$ cat src/rtl/rtcsp_pkg.sv
package rtcsp_pkg;
  localparam logic [3:0] RTCSP_FMT_WR_SINGLE = 4'h8;
  localparam logic [3:0] RTCSP_FMT_WR_BURST  = 4'h0;
  localparam logic [3:0] RTCSP_FMT_RD_SINGLE = 4'hc;
  localparam logic [3:0] RTCSP_FMT_RD_BURST  = 4'h4;
  localparam int         RTCSP_CMD_ADDR_MSB  = 7;
  localparam int         RTCSP_CMD_ADDR_LSB  = 4;
  localparam int         RTCSP_CMD_FMT_MSB   = 3;
  localparam int         RTCSP_CMD_FMT_LSB   = 0;
  localparam int         RTCSP_BYTE_BITS     = 8;
  localparam int         RTCSP_CLK_MHZ       = 200;
  localparam int         RTCSP_CE_SETUP_US   = 31;
  localparam int         RTCSP_CE_GAP_US     = 61;
  localparam int         RTCSP_CE_SETUP_CYC  = RTCSP_CE_SETUP_US * RTCSP_CLK_MHZ;
  localparam int         RTCSP_CE_GAP_CYC    = RTCSP_CE_GAP_US * RTCSP_CLK_MHZ;
  localparam int         RTCSP_SCLK_DIV      = 16;
  localparam logic [7:0] RTCSP_RESET_BYTE    = 8'h00;
  typedef enum logic [1:0] {RTCSP_CMD, RTCSP_DATA} rtcsp_phase_e;
endpackage

$ cat src/rtl/rtcsp_if.sv
`timescale 1ns/100ps
interface rtcsp_if;
  logic ce;
  logic sclk;
  logic si;
  logic so;
  logic so_oe_n;
  modport dev  (input ce, input sclk, input si, output so, output so_oe_n);
  modport host (output ce, output sclk, output si, input so, input so_oe_n);
endinterface

$ cat src/rtl/rtcsp_dev.sv
`timescale 1ns/100ps
module rtcsp_dev
  import rtcsp_pkg::*;
(
  // clock and reset
  input  wire logic       core_clk_i,
  input  wire logic       reset_i,
  // link
  rtcsp_if.dev            link,
  // register store side
  output logic [3:0]      reg_addr_o,
  input  wire logic [7:0] reg_rdata_i,
  output logic            wr_valid_o,
  input  wire logic       wr_ready_i,
  output logic [7:0]      wr_data_o,
  output logic [3:0]      wr_addr_o,
  output logic            carry_hold_o
);
  // ------------------------------------------------------------------
  // state
  // ------------------------------------------------------------------
  typedef struct packed {
    logic [2:0]   ce_s;
    logic [2:0]   ck_s;
    logic [2:0]   si_s;
    logic         ce;
    logic         ck;
    logic         pol;
    rtcsp_phase_e ph;
    logic [3:0]   ptr;
    logic [3:0]   fmt;
    logic [2:0]   cnt;
    logic [7:0]   sh;
    logic [7:0]   tx;
    logic         so;
    logic [1:0]   nb;
    logic [11:0]  b0;
    logic [11:0]  b1;
  } rtcsp_dev_s;

  rtcsp_dev_s  q;
  rtcsp_dev_s  d;

  // ------------------------------------------------------------------
  // decoded strobes
  // ------------------------------------------------------------------
  logic        ce_nx;
  logic        ck_nx;
  logic        si_nx;
  logic        ce_rise;
  logic        ce_fall;
  logic        ck_edge;
  logic        smp;
  logic        drv;
  logic        rd;
  logic        burst;
  logic        byte_end;
  logic        push;
  logic        pop;
  logic        push_ok;
  logic [7:0]  byte_in;
  logic [11:0] entry;

  // ------------------------------------------------------------------
  // next state
  // ------------------------------------------------------------------
  always_comb begin
    d        = q;

    // ----------------------------------------------------------------
    // pin synchronisers, a ce or sclk change counts once two stages agree
    // ----------------------------------------------------------------
    d.ce_s   = {q.ce_s[1:0], link.ce};
    d.ck_s   = {q.ck_s[1:0], link.sclk};
    d.si_s   = {q.si_s[1:0], link.si};
    ce_nx    = (q.ce_s[2] == q.ce_s[1]) ? q.ce_s[1] : q.ce;
    ck_nx    = (q.ck_s[2] == q.ck_s[1]) ? q.ck_s[1] : q.ck;
    si_nx    = q.si_s[2];
    d.ce     = ce_nx;
    d.ck     = ck_nx;

    // ----------------------------------------------------------------
    // edge decode
    // ----------------------------------------------------------------
    ce_rise  = ce_nx & ~q.ce;
    ce_fall  = ~ce_nx & q.ce;
    ck_edge  = q.ce & ce_nx & (ck_nx != q.ck);
    smp      = ck_edge & (ck_nx == q.pol);
    drv      = ck_edge & (ck_nx != q.pol);

    // ----------------------------------------------------------------
    // command fields and buffer strobes
    // ----------------------------------------------------------------
    rd       = q.fmt[2];
    burst    = ~q.fmt[3];
    byte_in  = {q.sh[6:0], si_nx};
    byte_end = smp & (q.cnt == 3'(RTCSP_BYTE_BITS - 1));
    push     = byte_end & (q.ph == RTCSP_DATA) & ~rd;
    pop      = (q.nb != 2'h0) & wr_ready_i;
    push_ok  = push & ((q.nb != 2'h2) | pop);
    entry    = {q.ptr, byte_in};

    // ----------------------------------------------------------------
    // session start and end
    // ----------------------------------------------------------------
    if (ce_rise) begin
      d.pol = ck_nx;
      d.ph  = RTCSP_CMD;
      d.cnt = 3'h0;
      d.sh  = RTCSP_RESET_BYTE;
      d.so  = 1'b0;
    end
    if (ce_fall) begin
      d.ph  = RTCSP_CMD;
      d.cnt = 3'h0;
    end

    // ----------------------------------------------------------------
    // transmit
    // ----------------------------------------------------------------
    if (drv && q.ph == RTCSP_DATA && rd) begin
      d.so = q.tx[7];
      d.tx = {q.tx[6:0], 1'b0};
    end

    // ----------------------------------------------------------------
    // receive
    // ----------------------------------------------------------------
    if (smp) begin
      d.sh  = byte_in;
      d.cnt = q.cnt + 3'h1;
    end
    if (byte_end) begin
      case (q.ph)
        RTCSP_CMD: begin
          d.ptr = byte_in[RTCSP_CMD_ADDR_MSB:RTCSP_CMD_ADDR_LSB];
          d.fmt = byte_in[RTCSP_CMD_FMT_MSB:RTCSP_CMD_FMT_LSB];
          d.ph  = RTCSP_DATA;
          d.tx  = reg_rdata_i;
        end
        RTCSP_DATA: begin
          if (burst) begin
            d.ptr = q.ptr + 4'h1;
          end else begin
            d.ph = RTCSP_CMD;
          end
          if (burst && rd) begin
            d.tx = reg_rdata_i;
          end
        end
        default: begin
          d.ph = RTCSP_CMD;
        end
      endcase
    end

    // ----------------------------------------------------------------
    // two-entry write buffer, a word beyond two is dropped
    // ----------------------------------------------------------------
    if (pop) begin
      d.b0 = q.b1;
    end
    if (push_ok) begin
      if (q.nb == 2'h0 || (q.nb == 2'h1 && pop)) begin
        d.b0 = entry;
      end else begin
        d.b1 = entry;
      end
    end
    case ({push_ok, pop})
      2'b10:   d.nb = q.nb + 2'h1;
      2'b01:   d.nb = q.nb - 2'h1;
      default: d.nb = q.nb;
    endcase
  end

  // ------------------------------------------------------------------
  // state register
  // ------------------------------------------------------------------
  always_ff @(posedge core_clk_i or posedge reset_i) begin
    if (reset_i) begin
      q <= '0;
    end else begin
      q <= d;
    end
  end

  // ------------------------------------------------------------------
  // store side
  // ------------------------------------------------------------------
  // next burst byte is fetched from the pointer after increment
  assign reg_addr_o   = (q.ph == RTCSP_DATA && burst) ? q.ptr + 4'h1
                                                      : byte_in[RTCSP_CMD_ADDR_MSB:RTCSP_CMD_ADDR_LSB];
  assign wr_valid_o   = q.nb != 2'h0;
  assign wr_data_o    = q.b0[7:0];
  assign wr_addr_o    = q.b0[11:8];
  // carries are held for the whole session
  assign carry_hold_o = q.ce;

  // ------------------------------------------------------------------
  // link outputs
  // ------------------------------------------------------------------
  assign link.so      = q.so;
  assign link.so_oe_n = ~(q.ce && rd && q.ph == RTCSP_DATA);
endmodule

$ cat src/flat_wrapper.sv
// flat-port wrapper written by rule: the top's interface ports become plain ports
module rtcsp_dev_flat import rtcsp_pkg::*;
  (core_clk_i, reset_i, reg_addr_o, reg_rdata_i, wr_valid_o, wr_ready_i, wr_data_o, wr_addr_o, carry_hold_o, link_ce, link_sclk, link_si, link_so, link_so_oe_n);
  rtcsp_if link_i ();
  input  wire logic core_clk_i;
  input  wire logic reset_i;
  output logic [3:0] reg_addr_o;
  input  wire logic [7:0] reg_rdata_i;
  output logic wr_valid_o;
  input  wire logic wr_ready_i;
  output logic [7:0] wr_data_o;
  output logic [3:0] wr_addr_o;
  output logic carry_hold_o;
  input wire logic [$bits(link_i.ce)-1:0] link_ce;
  input wire logic [$bits(link_i.sclk)-1:0] link_sclk;
  input wire logic [$bits(link_i.si)-1:0] link_si;
  output wire logic [$bits(link_i.so)-1:0] link_so;
  output wire logic [$bits(link_i.so_oe_n)-1:0] link_so_oe_n;
  assign link_i.ce = link_ce;
  assign link_i.sclk = link_sclk;
  assign link_i.si = link_si;
  assign link_so = link_i.so;
  assign link_so_oe_n = link_i.so_oe_n;
  rtcsp_dev u_core (.core_clk_i(core_clk_i), .reset_i(reset_i), .link(link_i), .reg_addr_o(reg_addr_o), .reg_rdata_i(reg_rdata_i), .wr_valid_o(wr_valid_o), .wr_ready_i(wr_ready_i), .wr_data_o(wr_data_o), .wr_addr_o(wr_addr_o), .carry_hold_o(carry_hold_o));
endmodule
$ cat config.mk
export PLATFORM = sky130hd
export DESIGN_NAME = rtcsp_dev_flat
export DESIGN_NICKNAME = d
export VERILOG_FILES = /design/src/rtl/rtcsp_pkg.sv /design/src/rtl/rtcsp_if.sv /design/src/rtl/rtcsp_dev.sv /design/src/flat_wrapper.sv
export SDC_FILE = /design/constraint.sdc
export NUM_CORES = 1
export LEC_CHECK = 0
export BUFFER_PORTS_ARGS = -buffer_cell sky130_fd_sc_hd__buf_2
export CAP_MARGIN = 10
export CORE_UTILIZATION = 55
export CTS_BUF_LIST = sky130_fd_sc_hd__clkbuf_8
export CTS_CLUSTER_DIAMETER = 200
export DETAILED_ROUTE_END_ITERATION = 16
export PLACE_DENSITY_LB_ADDON = 0.05
export SYNTH_ARGS = -nofsm -noshare
export SYNTH_HDL_FRONTEND = slang
export SYNTH_SLANG_ARGS = --single-unit
$ cat constraint.sdc
create_clock -name core_clk_i -period 2.31 [get_ports core_clk_i]
set_input_delay 0.693 -clock core_clk_i [delete_from_list [all_inputs] [get_ports core_clk_i]]
set_output_delay 0.693 -clock core_clk_i [all_outputs]
set_load 0.005 [all_outputs]
==> run_results.csv, run 1 <==
group,metric,value,unit
pwr,switching_share,27.0,%
floorplan,initial_core_util,57.5,%
timing,max_freq,0.444,GHz
synth,ys_seq_area_share,50.7,%
pwr,combPwrFrac,15.5,%
setup_path,critical_path.max_fanout,12,
route,drt_wl_total,5.66,mm
timing,grt_setup_unrepaired,"true",
synth,ys_types,39,
placement,place_congestion,0.757,
clock_tree,clock_latency,0.33,ns
timing,timing.final.hold_violations,0,
route,drt_iter0_markers,130,
clock_tree,path_clk_slew,0.06,ns
finish,seq_area,0.00163,mm^2
finish,multiInputGateArea,0.00145,mm^2
global_routing,first_global_vias,2055,
clock_tree,cts_tree,"built",
synth,average_footprint_of_a_synthesized_cell,11.5,um^2
placement,place_hpwl,3.91,mm
global_routing,grt_usage,21.2,%
synth,synth.ff_latch_count,65,
setup_path,crit_slowest_cell,"or4b_4",
setup_path,worstReg2RegStart,"u_core.q[56]",
pwr,power.switching,0.000646,W
clock_tree,clock-sinks,65,
setup_path,cp-startpoint,"u_core.q[56]",
synth,dominant_register_cell_in_the_synthesized_netlist,"dfrtp_1",
synth,synth_cells,279,
floorplan,floorplan.die.width,78.4,um
route,wl_met1,2.63,mm
worst_hold_path,min-delay-start,"u_core.d[61]",
floorplan,placeableCoreArea,0.00557,mm^2
route,post_drt_wl_per_cell,14.4,um
setup_path,timing.critical_path.slowest_cell_delay,0.61,ns
timing,total_count_of_max_transition_violations_in_the_final_report,0,
pwr,share_seq_of_total_power,52.1,%
pwr,peakVddDrop,0.648,mV
timing,relSlewSlack,60.1,%
global_routing,first_pass_grt_wire_length,9.74,mm
finish,fin_nets,340,
setup_path,timing.critical_path.required,2.53,ns
global_routing,grt_max_degree,41,
clock_tree,cts-htree-levels,3,
finish,num_antenna_cells,0,
synth,synth-warning-count,0,
setup_path,worstPathCellList,"or4b_4 -> a2111oi_4 -> buf_6 -> nand3_4 -> mux2_4",
setup_path,timing.critical_path.arrival,2.47,ns
floorplan,fp.dieH,78.4,um
timing,finalWorstPathRequiredPeriod,2.25,ns
floorplan,io_pins,34,
pwr,power.internal,0.00174,W
finish,layout-area-overhead-vs-synth,13.6,%
route,vias,2094,
finish,layout-drive-gt1-share,35.1,%
synth,asyncSetResetFlopFracSynth,100,%
route,met2_length,2.67,mm
setup_path,timing.critical_path.from_type,"register",
placement,numPlacedInstances,378,
timing,finalCritPeriodShare,97.5,%
route,detail_route.first_pass.iterations,4,
finish,fill_cells,494,
pwr,p_leak,1.88,nW
route,dr_wl_met3,209,um
timing,timing.final.setup_violations,0,
synth,synth_fp_nets,299,
setup_path,critPathKind,"register to register",
job,drv.max_cap_violation_count,0,
timing,fin_skew,0.00555,ns
finish,final_cells,394,
finish,layout.cells.most_common_list,"65 x dfrtp_1, 62 x nand2_1, 33 x buf_2",
pwr,power_density,656,mW/mm^2
timing,timing.setup.tns,0,ns
clock_tree,tritoncts.num_buffers,9,
route,antenna_left,0,
floorplan,placementRows,27,
route,route.top_layer_used,"met4",
route,routed_via_density,5.31,
route,remaining_drc_errors,0,
clock_tree,cts.hold.buffers_added,0,
setup_path,cp-end-kind,"register",
pwr,total_power,0.00239,W
synth,synth_edf_count,0,
placement,io_buf_count,33,
synth,synth_area,0.00321,mm^2
global_routing,antenna_violations_before_repair,0,
pwr,power_frac_clock,32.4,%
clock_tree,cts_root_buffer,"clkbuf_8",
finish,layout_commonest_cell,"dfrtp_1",
clock_tree,cts-root-to-sink-buffers,2,
outcome,run_status,"finished, final reports clean",
floorplan,die_area,0.00614,mm^2
global_routing,gr-total-overflow,0,
worst_hold_path,min_path_type,"register to register",
timing,tightestPinTransition,0.597,ns
==> metrics by stage <==
step	utilization [%]	hold slack (ns)	setup WS, ns	cell area, um^2
floorplan	-	0.331	0.0510	3210
global placement	61.8	0.334	0.0338	3440
detailed placement	61.8	0.335	0.0136	3440
CTS	64.6	0.350	0.00292	3600
global route	65.3	0.366	-0.0193	3640
finish	65.3	0.352	0.0574	3640
==> worst paths after layout <==
check	to	cells past startpoint	slack (ns)
worst max-delay path	u_core.q[10]	5	0.06
worst min-delay path	u_core.byte_in[0]	0	0.35
worst max register to register	u_core.q[10]	5	0.06
worst min register to register	u_core.byte_in[0]	0	0.35
max in group asynchronous	u_core.q[9]	3	1.31
min in group asynchronous	u_core.d[63]	2	0.42
==> routing by layer <==
metal | vias up | global-route usage [%]
li1 | 1038 | -
met1 | 1000 | 28.1
met2 | 43 | 32.0
met3 | 13 | 5.93
met4 | 0 | 10.6
met5 | - | 0
==> synthesized netlist by cell type, drive strengths merged (2+ instances only) <==
| library cell | instances | area (um^2) |
|---|---|---|
| o21ai | 7 | 35.0 |
| xnor2 | 2 | 17.5 |
| nand3b | 2 | 27.5 |
| a2111oi | 2 | 55.1 |
| mux2i | 6 | 60.1 |
| or4bb | 2 | 23.8 |
| a21oi | 11 | 58.8 |
| nand3 | 16 | 92.6 |
| nand2 | 62 | 233 |
| buf | 15 | 118 |
| ha | 6 | 75.1 |
| nand2b | 6 | 37.5 |
| nor2b | 2 | 12.5 |
| dfrtp | 65 | 1630 |
| clkbuf | 4 | 15.0 |
| nor2 | 7 | 26.3 |
| inv | 8 | 30.0 |
| mux2 | 42 | 544 |
==> power groups by stage <==
| stage | Combinational (W) | Sequential (W) | Clock, W |
|---|---|---|---|
| after detailed placement | 0.000370 | 0.00127 | 0 |
| after CTS | 0.000371 | 0.00125 | 0.000801 |
| after floorplan | 0.000263 | 0.00125 | 0 |
| final | 0.000369 | 0.00125 | 0.000774 |
| after global routing | 0.000419 | 0.00125 | 0.000850 |
| after global placement | 0.000360 | 0.00126 | 0 |
==> flip-flops by register name, summed over array words and instances, names as in the netlist <==
register,flops
u_core.q,33
u_core.d,6
u_core.carry_hold_o,1
u_core.link.so,1
u_core.entry,4
u_core.wr_data_o,8
u_core.byte_in,8
u_core.wr_addr_o,4
==> worst max-delay path: cells and delay by family (launching register included) <==
kind / cells / cell delay [ns]
DFF: 1 / 0.42
AOI/OAI and AO/OA: 1 / 0.33
muxes: 1 / 0.37
buffers and inverters: 1 / 0.19
and+or+nand+nor: 2 / 0.83
==> what timing repair did <==
item / in CTS / in global routing
pin swaps: 0 / 2
gates cloned: 0 / 1
gates resized for setup: 2 / 4
buffers inserted: 0 / 2
endpoints found under the setup margin: 3 / 33
==> cell families (layout without fill, tap and decap cells) <==
group           count (synthesis)  count (layout)  synth area share (%)
simple gates                  102             102                  15.4
compound gates                 27              28                  6.48
buf+inv                        27              69                  5.07
xor+xnor                        3               3                 0.820
fa+ha+maj                       7               7                  2.65
flops                          65              65                  50.7
mux                            48              48                  18.8
==> final cells by class <==
class / instances / share of cell area [%]
flip-flops and latches: 65 / 44.7
multi-input cells: 188 / 39.7
repair buffers: 48 / 8.07
clock buffers: 10 / 3.78
well taps: 72 / 2.47
inverters: 8 / 0.928
clock inverters: 3 / 0.344
Note: power is estimated with default switching activity, not from simulation.
==> run 2, diff against run 1 <==
--- a/config.mk
+++ b/config.mk
@@ -5,6 +5,7 @@
 export SDC_FILE = /design/constraint.sdc
 export NUM_CORES = 1
 export LEC_CHECK = 0
+export ABC_AREA = 1
 export BUFFER_PORTS_ARGS = -buffer_cell sky130_fd_sc_hd__buf_2
 export CAP_MARGIN = 10
 export CORE_UTILIZATION = 55
==> run 2 against run 1 <==
Effect of this change:
- wire length grew 8.2%
- synthesized cell count up 39%
- final cell count increased by 26%
- non-clock buffer count down 8
- largest power group unchanged
- combinational power decreased by 60%
- critical path type is now register to output pin
- synthesized area is 3.5% higher
==> run_results.csv, run 2 <==
group,metric,value,unit
synth,asyncSetResetFlopFracSynth,100,%
synth,ys_seq_area_share,49.0,%
floorplan,fp.dieH,79.7,um
timing,fin_skew,0.00830,ns
setup_path,timing.critical_path.slowest_cell_delay,0.43,ns
finish,final_cells,495,
pwr,share_seq_of_total_power,54.3,%
clock_tree,cts_root_buffer,"clkbuf_8",
global_routing,antenna_violations_before_repair,0,
finish,fin_nets,438,
setup_path,cp-startpoint,"u_core.q[55]",
route,remaining_drc_errors,0,
finish,fill_cells,504,
finish,registers.top_by_ff_count,"u_core.q",
setup_path,timing.rr.end,"u_core.q[4]",
finish,layout-area-overhead-vs-synth,10.6,%
route,vias,2473,
setup_path,timing.critical_path.from_type,"register",
synth,most_common_cell_in_the_netlist,"nand2_1",
synth,synth_cells,388,
clock_tree,clock_latency,0.34,ns
floorplan,initial_core_util,58.5,%
floorplan,die_area,0.00635,mm^2
synth,yosysTopAreaCell,"dfrtp_1",
timing,relSlewSlack,71.2,%
timing,finalCritPeriodShare,94.2,%
synth,dominant_register_cell_in_the_synthesized_netlist,"dfrtp_1",
finish,layout.cells.most_common_list,"98 x nand2_1, 65 x dfrtp_1, 62 x inv_1",
global_routing,grt_usage,22.2,%
synth,synthTopCellsByArea,"dfrtp_1 49%, nand2_1 11%, o21ai_0 7.1%, inv_1 6.9%, o21ai_2 4.8%",
pwr,combPwrFrac,6.8,%
finish,layout-drive-gt1-share,21.7,%
clock_tree,cts_tree,"built",
setup_path,crit_slowest_cell,"dfrtp_1",
setup_path,critical_path.max_fanout,8,
timing,finalWorstPathRequiredPeriod,2.18,ns
setup_path,endpoint,"reg_addr_o[3]",
synth,synth.cells.most_frequent,"98 x nand2_1, 65 x dfrtp_1, 61 x inv_1",
timing,max_freq,0.460,GHz
route,drt_wl_total,6.13,mm
synth,ys_types,30,
route,antenna_left,0,
finish,num_antenna_cells,0,
synth,synth.ff_latch_count,65,
placement,place_congestion,0.763,
setup_path,reg2reg_slack,0.45,ns
timing,total_count_of_max_transition_violations_in_the_final_report,0,
synth,muxShareOfSynthArea,0.302,%
placement,place_ws,0.383,ns
setup_path,cp-end-kind,"output pin",
floorplan,placeableCoreArea,0.00568,mm^2
finish,layout_commonest_cell,"nand2_1",
setup_path,critical_path.n_buffers_inverters,2,
placement,numPlacedInstances,477,
timing,timing.final.setup_violations,0,
pwr,peakVddDrop,0.401,mV
clock_tree,cts-root-to-sink-buffers,2,
floorplan,floorplan.die.width,79.7,um
pwr,power_density,593,mW/mm^2
worst_hold_path,min_path_type,"input port to async pin",
clock_tree,tritoncts.num_buffers,9,
clock_tree,path_clk_slew,0.07,ns
global_routing,grt_use_met3,4.46,%
synth,synth_compound_area_share,17.8,%
setup_path,timing.critical_path.required,1.62,ns
synth,yosys.area_share.adder,2.26,%
route,routed_via_density,5.00,
placement,io_buf_count,33,
job,drv.max_cap_violation_count,0,
placement,postPlaceCellArea,0.00347,mm^2
pwr,power.switching,0.000532,W
floorplan,io_pins,34,
synth,main_combinational_cell_family_by_area_after_synthesis,"simple AND/OR/NAND/NOR gates",
clock_tree,clock-sinks,65,
synth,synth_area,0.00332,mm^2
timing,grt_setup_unrepaired,"false",
synth,average_footprint_of_a_synthesized_cell,8.55,um^2
clock_tree,cts-htree-levels,3,
synth,synth_fp_nets,408,
global_routing,most_crowded_layer_after_global_routing,"met2",
route,post_drt_wl_per_cell,12.4,um
setup_path,worst-r2r-cell-count,10,
synth,synth-warning-count,0,
global_routing,grt_max_degree,49,
route,drt_iter0_markers,103,
setup_path,crit_cells,5,
global_routing,grt_util_met2,37.4,%
floorplan,placementRows,27,
synth,fraction_of_synthesized_cell_area_in_xor_and_xnor_cells,0.528,%
setup_path,crit_path_most_repeated_cell,"nor2_4",
outcome,run_status,"finished, final reports clean",
synth,simple_gate_fraction_of_synth_area,18.1,%
route,detail_route.first_pass.iterations,4,
timing,tightestPinTransition,0.431,ns
placement,place_hpwl,4.29,mm
synth,synth_top_area_share,49.0,%
global_routing,gr-total-overflow,0,
finish,multiInputGateArea,0.00130,mm^2
pwr,p_leak,1.76,nW
setup_path,critPathTopFamily,"flip-flops",
setup_path,worstReg2RegStart,"u_core.d[64]",
global_routing,first_pass_grt_wire_length,10.5,mm
finish,seq_area,0.00163,mm^2
global_routing,groute.layer.met1.usage,27.0,%
pwr,switching_share,24.4,%
timing,final.setup.worst_slack,0.134,ns
setup_path,timing.critical_path.arrival,1.48,ns
finish,largest_register_ffs,33,
timing,timing.final.hold_violations,0,
synth,synth_edf_count,0,
setup_path,worstPathCellList,"nor2_4 -> inv_2 -> nor2_4 -> mux2i_1 -> buf_2",
pwr,power.internal,0.00165,W
pwr,power_frac_clock,38.9,%
timing,timing.setup.tns,0,ns
global_routing,first_global_vias,2340,
finish,design_area,0.00367,mm^2
setup_path,critPathKind,"register to output pin",
==> run 2: cell type report <==
| class | instances | share of cell area [%] |
|---|---|---|
| flip-flops and latches | 65 | 44.3 |
| multi-input cells | 237 | 35.5 |
| inverters | 65 | 6.75 |
| repair buffers | 40 | 6.27 |
| clock buffers | 11 | 4.12 |
| well taps | 72 | 2.45 |
| clock inverters | 5 | 0.613 |
==> run 2: power groups by stage <==
stage | Combinational [W] | Sequential [W] | Clock [W]
finish | 0.000148 | 0.00118 | 0.000847
CTS | 0.000151 | 0.00118 | 0.000871
global placement | 0.000146 | 0.00120 | 0
detailed placement | 0.000150 | 0.00120 | 0
floorplan | 0.000106 | 0.00120 | 0
global route | 0.000168 | 0.00118 | 0.000925
==> run 2: through the flow <==
stage / power, W / hold slack, ns / util, %
floorplan: 0.00131 / 0.331 / -
global placement: 0.00135 / 0.332 / 61.2
detailed placement: 0.00135 / 0.338 / 61.2
CTS: 0.00220 / 0.353 / 64.3
global route: 0.00228 / 0.360 / 64.7
finish: 0.00218 / 0.348 / 64.7
==> run 2: what timing repair did <==
item                       4_1_cts  5_1_grt
hold buffers                     0        0
pin swaps                        0        2
gates resized for setup          1        1
setup buffers                    0        2
setup endpoints to repair        1        1
==> run 2: worst register-to-register path: cells and delay by family (launching register included) <==
family	cells	cell delay [ns]
buffers and inverters	1	0.06
AOI/OAI and AO/OA	1	0.06
and+or+nand+nor	8	1.24
DFF	1	0.39
==> run 2: logic make-up (layout without fill, tap and decap cells) <==
family,after synthesis,count (layout)
simple gates,132,132
compound gates,96,96
buf+inv,86,121
flops,65,65
fa+ha+maj,6,6
xor+xnor,2,2
mux,1,1
==> run 2: worst min path at each step <==
stage                 start                   to  slack (ns)  cells after the start
2_1_floorplan  u_core.d[61]    u_core.byte_in[0]        0.33                      0
4_1_cts        u_core.d[60]         u_core.d[61]        0.35                      0
6_report            reset_i  u_core.wr_addr_o[0]        0.35                      2
5_1_grt        u_core.d[60]         u_core.d[61]        0.36                      0
3_5_place_dp   u_core.d[60]         u_core.d[61]        0.34                      0
3_3_place_gp   u_core.d[60]         u_core.d[61]        0.33                      0
==> run 2: layer usage <==
metal,share of wire [%],vias to the layer above
met3,2.8,10
met5,0,-
li1,-,1293
met1,47,1128
met2,48,42
met4,2.1,0
==> run 3, diff against run 2 <==
--- a/config.mk
+++ b/config.mk
@@ -12,7 +12,8 @@
 export CTS_BUF_LIST = sky130_fd_sc_hd__clkbuf_8
 export CTS_CLUSTER_DIAMETER = 200
 export DETAILED_ROUTE_END_ITERATION = 16
-export PLACE_DENSITY_LB_ADDON = 0.05
+export PLACE_DENSITY_LB_ADDON = 0.08
+export REMOVE_ABC_BUFFERS = 1
 export SYNTH_ARGS = -nofsm -noshare
 export SYNTH_HDL_FRONTEND = slang
 export SYNTH_SLANG_ARGS = --single-unit
==> run 3 against run 2 <==
Effect of this change:
- wire length down 3.3%
- sequential power about the same
- setup slack worse by 0.073 ns
- clock power up 13%
- via count up 2.7%
- core utilization up 0.31 points
- largest cell class unchanged
==> run_results.csv, run 3 (same netlist as run 2, synthesis figures left out) <==
group,metric,value,unit
outcome,run_status,"finished, final reports clean",
timing,timing.setup.tns,0,ns
clock_tree,clock_latency,0.34,ns
timing,finalCritPeriodShare,97.4,%
global_routing,grt_max_degree,66,
timing,relSlewSlack,72.4,%
placement,postPlaceCellArea,0.00347,mm^2
finish,final_cells,495,
pwr,peakVddDrop,0.419,mV
route,routed_via_density,5.13,
pwr,share_seq_of_total_power,51.8,%
finish,largest_register_ffs,33,
floorplan,die_area,0.00635,mm^2
finish,num_antenna_cells,0,
setup_path,critPathKind,"register to output pin",
route,drt_wl_total,5.92,mm
timing,max_freq,0.445,GHz
pwr,power.switching,0.000552,W
floorplan,placementRows,27,
global_routing,most_crowded_layer_after_global_routing,"met2",
global_routing,antenna_violations_before_repair,0,
finish,layout-drive-gt1-share,22.2,%
placement,place_hpwl,3.91,mm
pwr,power_frac_clock,41.9,%
timing,timing.final.setup_violations,0,
clock_tree,cts-htree-levels,3,
global_routing,grt_util_met2,36.6,%
setup_path,timing.critical_path.from_type,"register",
finish,registers.top_by_ff_count,"u_core.q",
placement,io_buf_count,33,
finish,layout-area-overhead-vs-synth,11.2,%
global_routing,groute.layer.met1.usage,26.2,%
floorplan,floorplan.die.width,79.7,um
clock_tree,cts_tree,"built",
global_routing,first_global_vias,2324,
clock_tree,cts-root-to-sink-buffers,2,
finish,layout.cells.most_common_list,"98 x nand2_1, 65 x dfrtp_1, 60 x inv_1",
placement,place_ws,0.365,ns
floorplan,placeableCoreArea,0.00568,mm^2
timing,tightestPinTransition,0.413,ns
pwr,switching_share,24.2,%
route,remaining_drc_errors,0,
finish,layout_commonest_cell,"nand2_1",
setup_path,critical_path.max_fanout,8,
clock_tree,clock-sinks,65,
pwr,power_density,619,mW/mm^2
floorplan,fp.dieH,79.7,um
global_routing,grt_use_met3,4.11,%
clock_tree,cts.hold.buffers_added,0,
worst_hold_path,min_path_type,"register to register",
clock_tree,cts_root_buffer,"clkbuf_8",
clock_tree,tritoncts.num_buffers,9,
clock_tree,path_clk_slew,0.07,ns
pwr,power.internal,0.00173,W
route,antenna_left,0,
pwr,combPwrFrac,6.3,%
global_routing,gr-total-overflow,0,
timing,final.setup.worst_slack,0.0608,ns
route,vias,2541,
finish,fin_nets,438,
floorplan,io_pins,34,
timing,fin_skew,0.00753,ns
route,detail_route.first_pass.iterations,4,
timing,timing.final.hold_violations,0,
setup_path,timing.critical_path.required,1.62,ns
route,drt_iter0_markers,133,
timing,total_count_of_max_transition_violations_in_the_final_report,0,
floorplan,initial_core_util,58.5,%
setup_path,cp-end-kind,"output pin",
finish,design_area,0.00369,mm^2
placement,numPlacedInstances,477,
placement,place_congestion,0.809,
pwr,p_leak,1.77,nW
global_routing,first_pass_grt_wire_length,10.4,mm
job,drv.max_cap_violation_count,0,
timing,finalWorstPathRequiredPeriod,2.25,ns
global_routing,grt_usage,21.7,%
setup_path,timing.critical_path.arrival,1.56,ns
route,post_drt_wl_per_cell,12.0,um
timing,grt_setup_unrepaired,"false",
run 3: changes by cell type in the layout (fill, tap and decap cells not counted), sizes merged:
cell,previous run,this run
bufinv,0,1
clkbuf,11,10
clkinv,3,4
inv,66,65
run 3: power by group through the flow:
stage | Sequential (W) | Clock, W | Combinational [W]
final | 0.00118 | 0.000956 | 0.000144
after global routing | 0.00118 | 0.00102 | 0.000163
after CTS | 0.00118 | 0.000978 | 0.000148
after detailed placement | 0.00120 | 0 | 0.000147
after global placement | 0.00120 | 0 | 0.000145
after floorplan | 0.00120 | 0 | 0.000106
run 3: per-stage QoR:
step | total power (W) | utilization (%) | hold slack, ns
floorplan | 0.00131 | - | 0.331
global placement | 0.00135 | 61.1 | 0.332
detailed placement | 0.00135 | 61.1 | 0.335
CTS | 0.00231 | 64.6 | 0.351
global route | 0.00237 | 65.0 | 0.360
finish | 0.00228 | 65.0 | 0.349
run 3: what timing repair did:
action / in CTS / in global routing
pin swaps: 0 / 2
gates resized for setup: 1 / 1
buffers inserted: 0 / 2
endpoints found under the setup margin: 1 / 1
run 3: final cells by class:
cell class / count / area (um^2)
Tap cell: 72 / 90.1
Clock buffer: 10 / 138
Multi-Input combinational cell: 237 / 1300
Clock inverter: 6 / 57.6
Fill cell: 478 / 1990
Sequential cell: 65 / 1630
Inverter: 65 / 244
Timing Repair Buffer: 40 / 230
run 3: path summary, 6_finish.rpt:
path                              start  slack [ns]            end  cells past startpoint
max                        u_core.q[54]        0.06  reg_addr_o[3]                      6
max reg2reg                u_core.d[64]        0.48    u_core.q[6]                     10
max in group asynchronous       reset_i        1.62    u_core.q[8]                      3
min in group asynchronous       reset_i        0.41   u_core.d[63]                      3
min reg2reg                u_core.d[63]        0.35   u_core.d[64]                      0
min                        u_core.d[63]        0.35   u_core.d[64]                      0
run 3: worst max-delay path: stages (launching register included):
cell	delay, ns
dfrtp_1	0.36
inv_2	0.08
nor2_4	0.12
inv_2	0.07
nor2_4	0.20
mux2i_1	0.24
buf_2	0.14
run 3: per-layer routing:
layer	vias up	part of all wire (%)
met5	-	0
met4	0	2.7
met3	15	3.7
met2	56	46
met1	1171	47
li1	1299	-
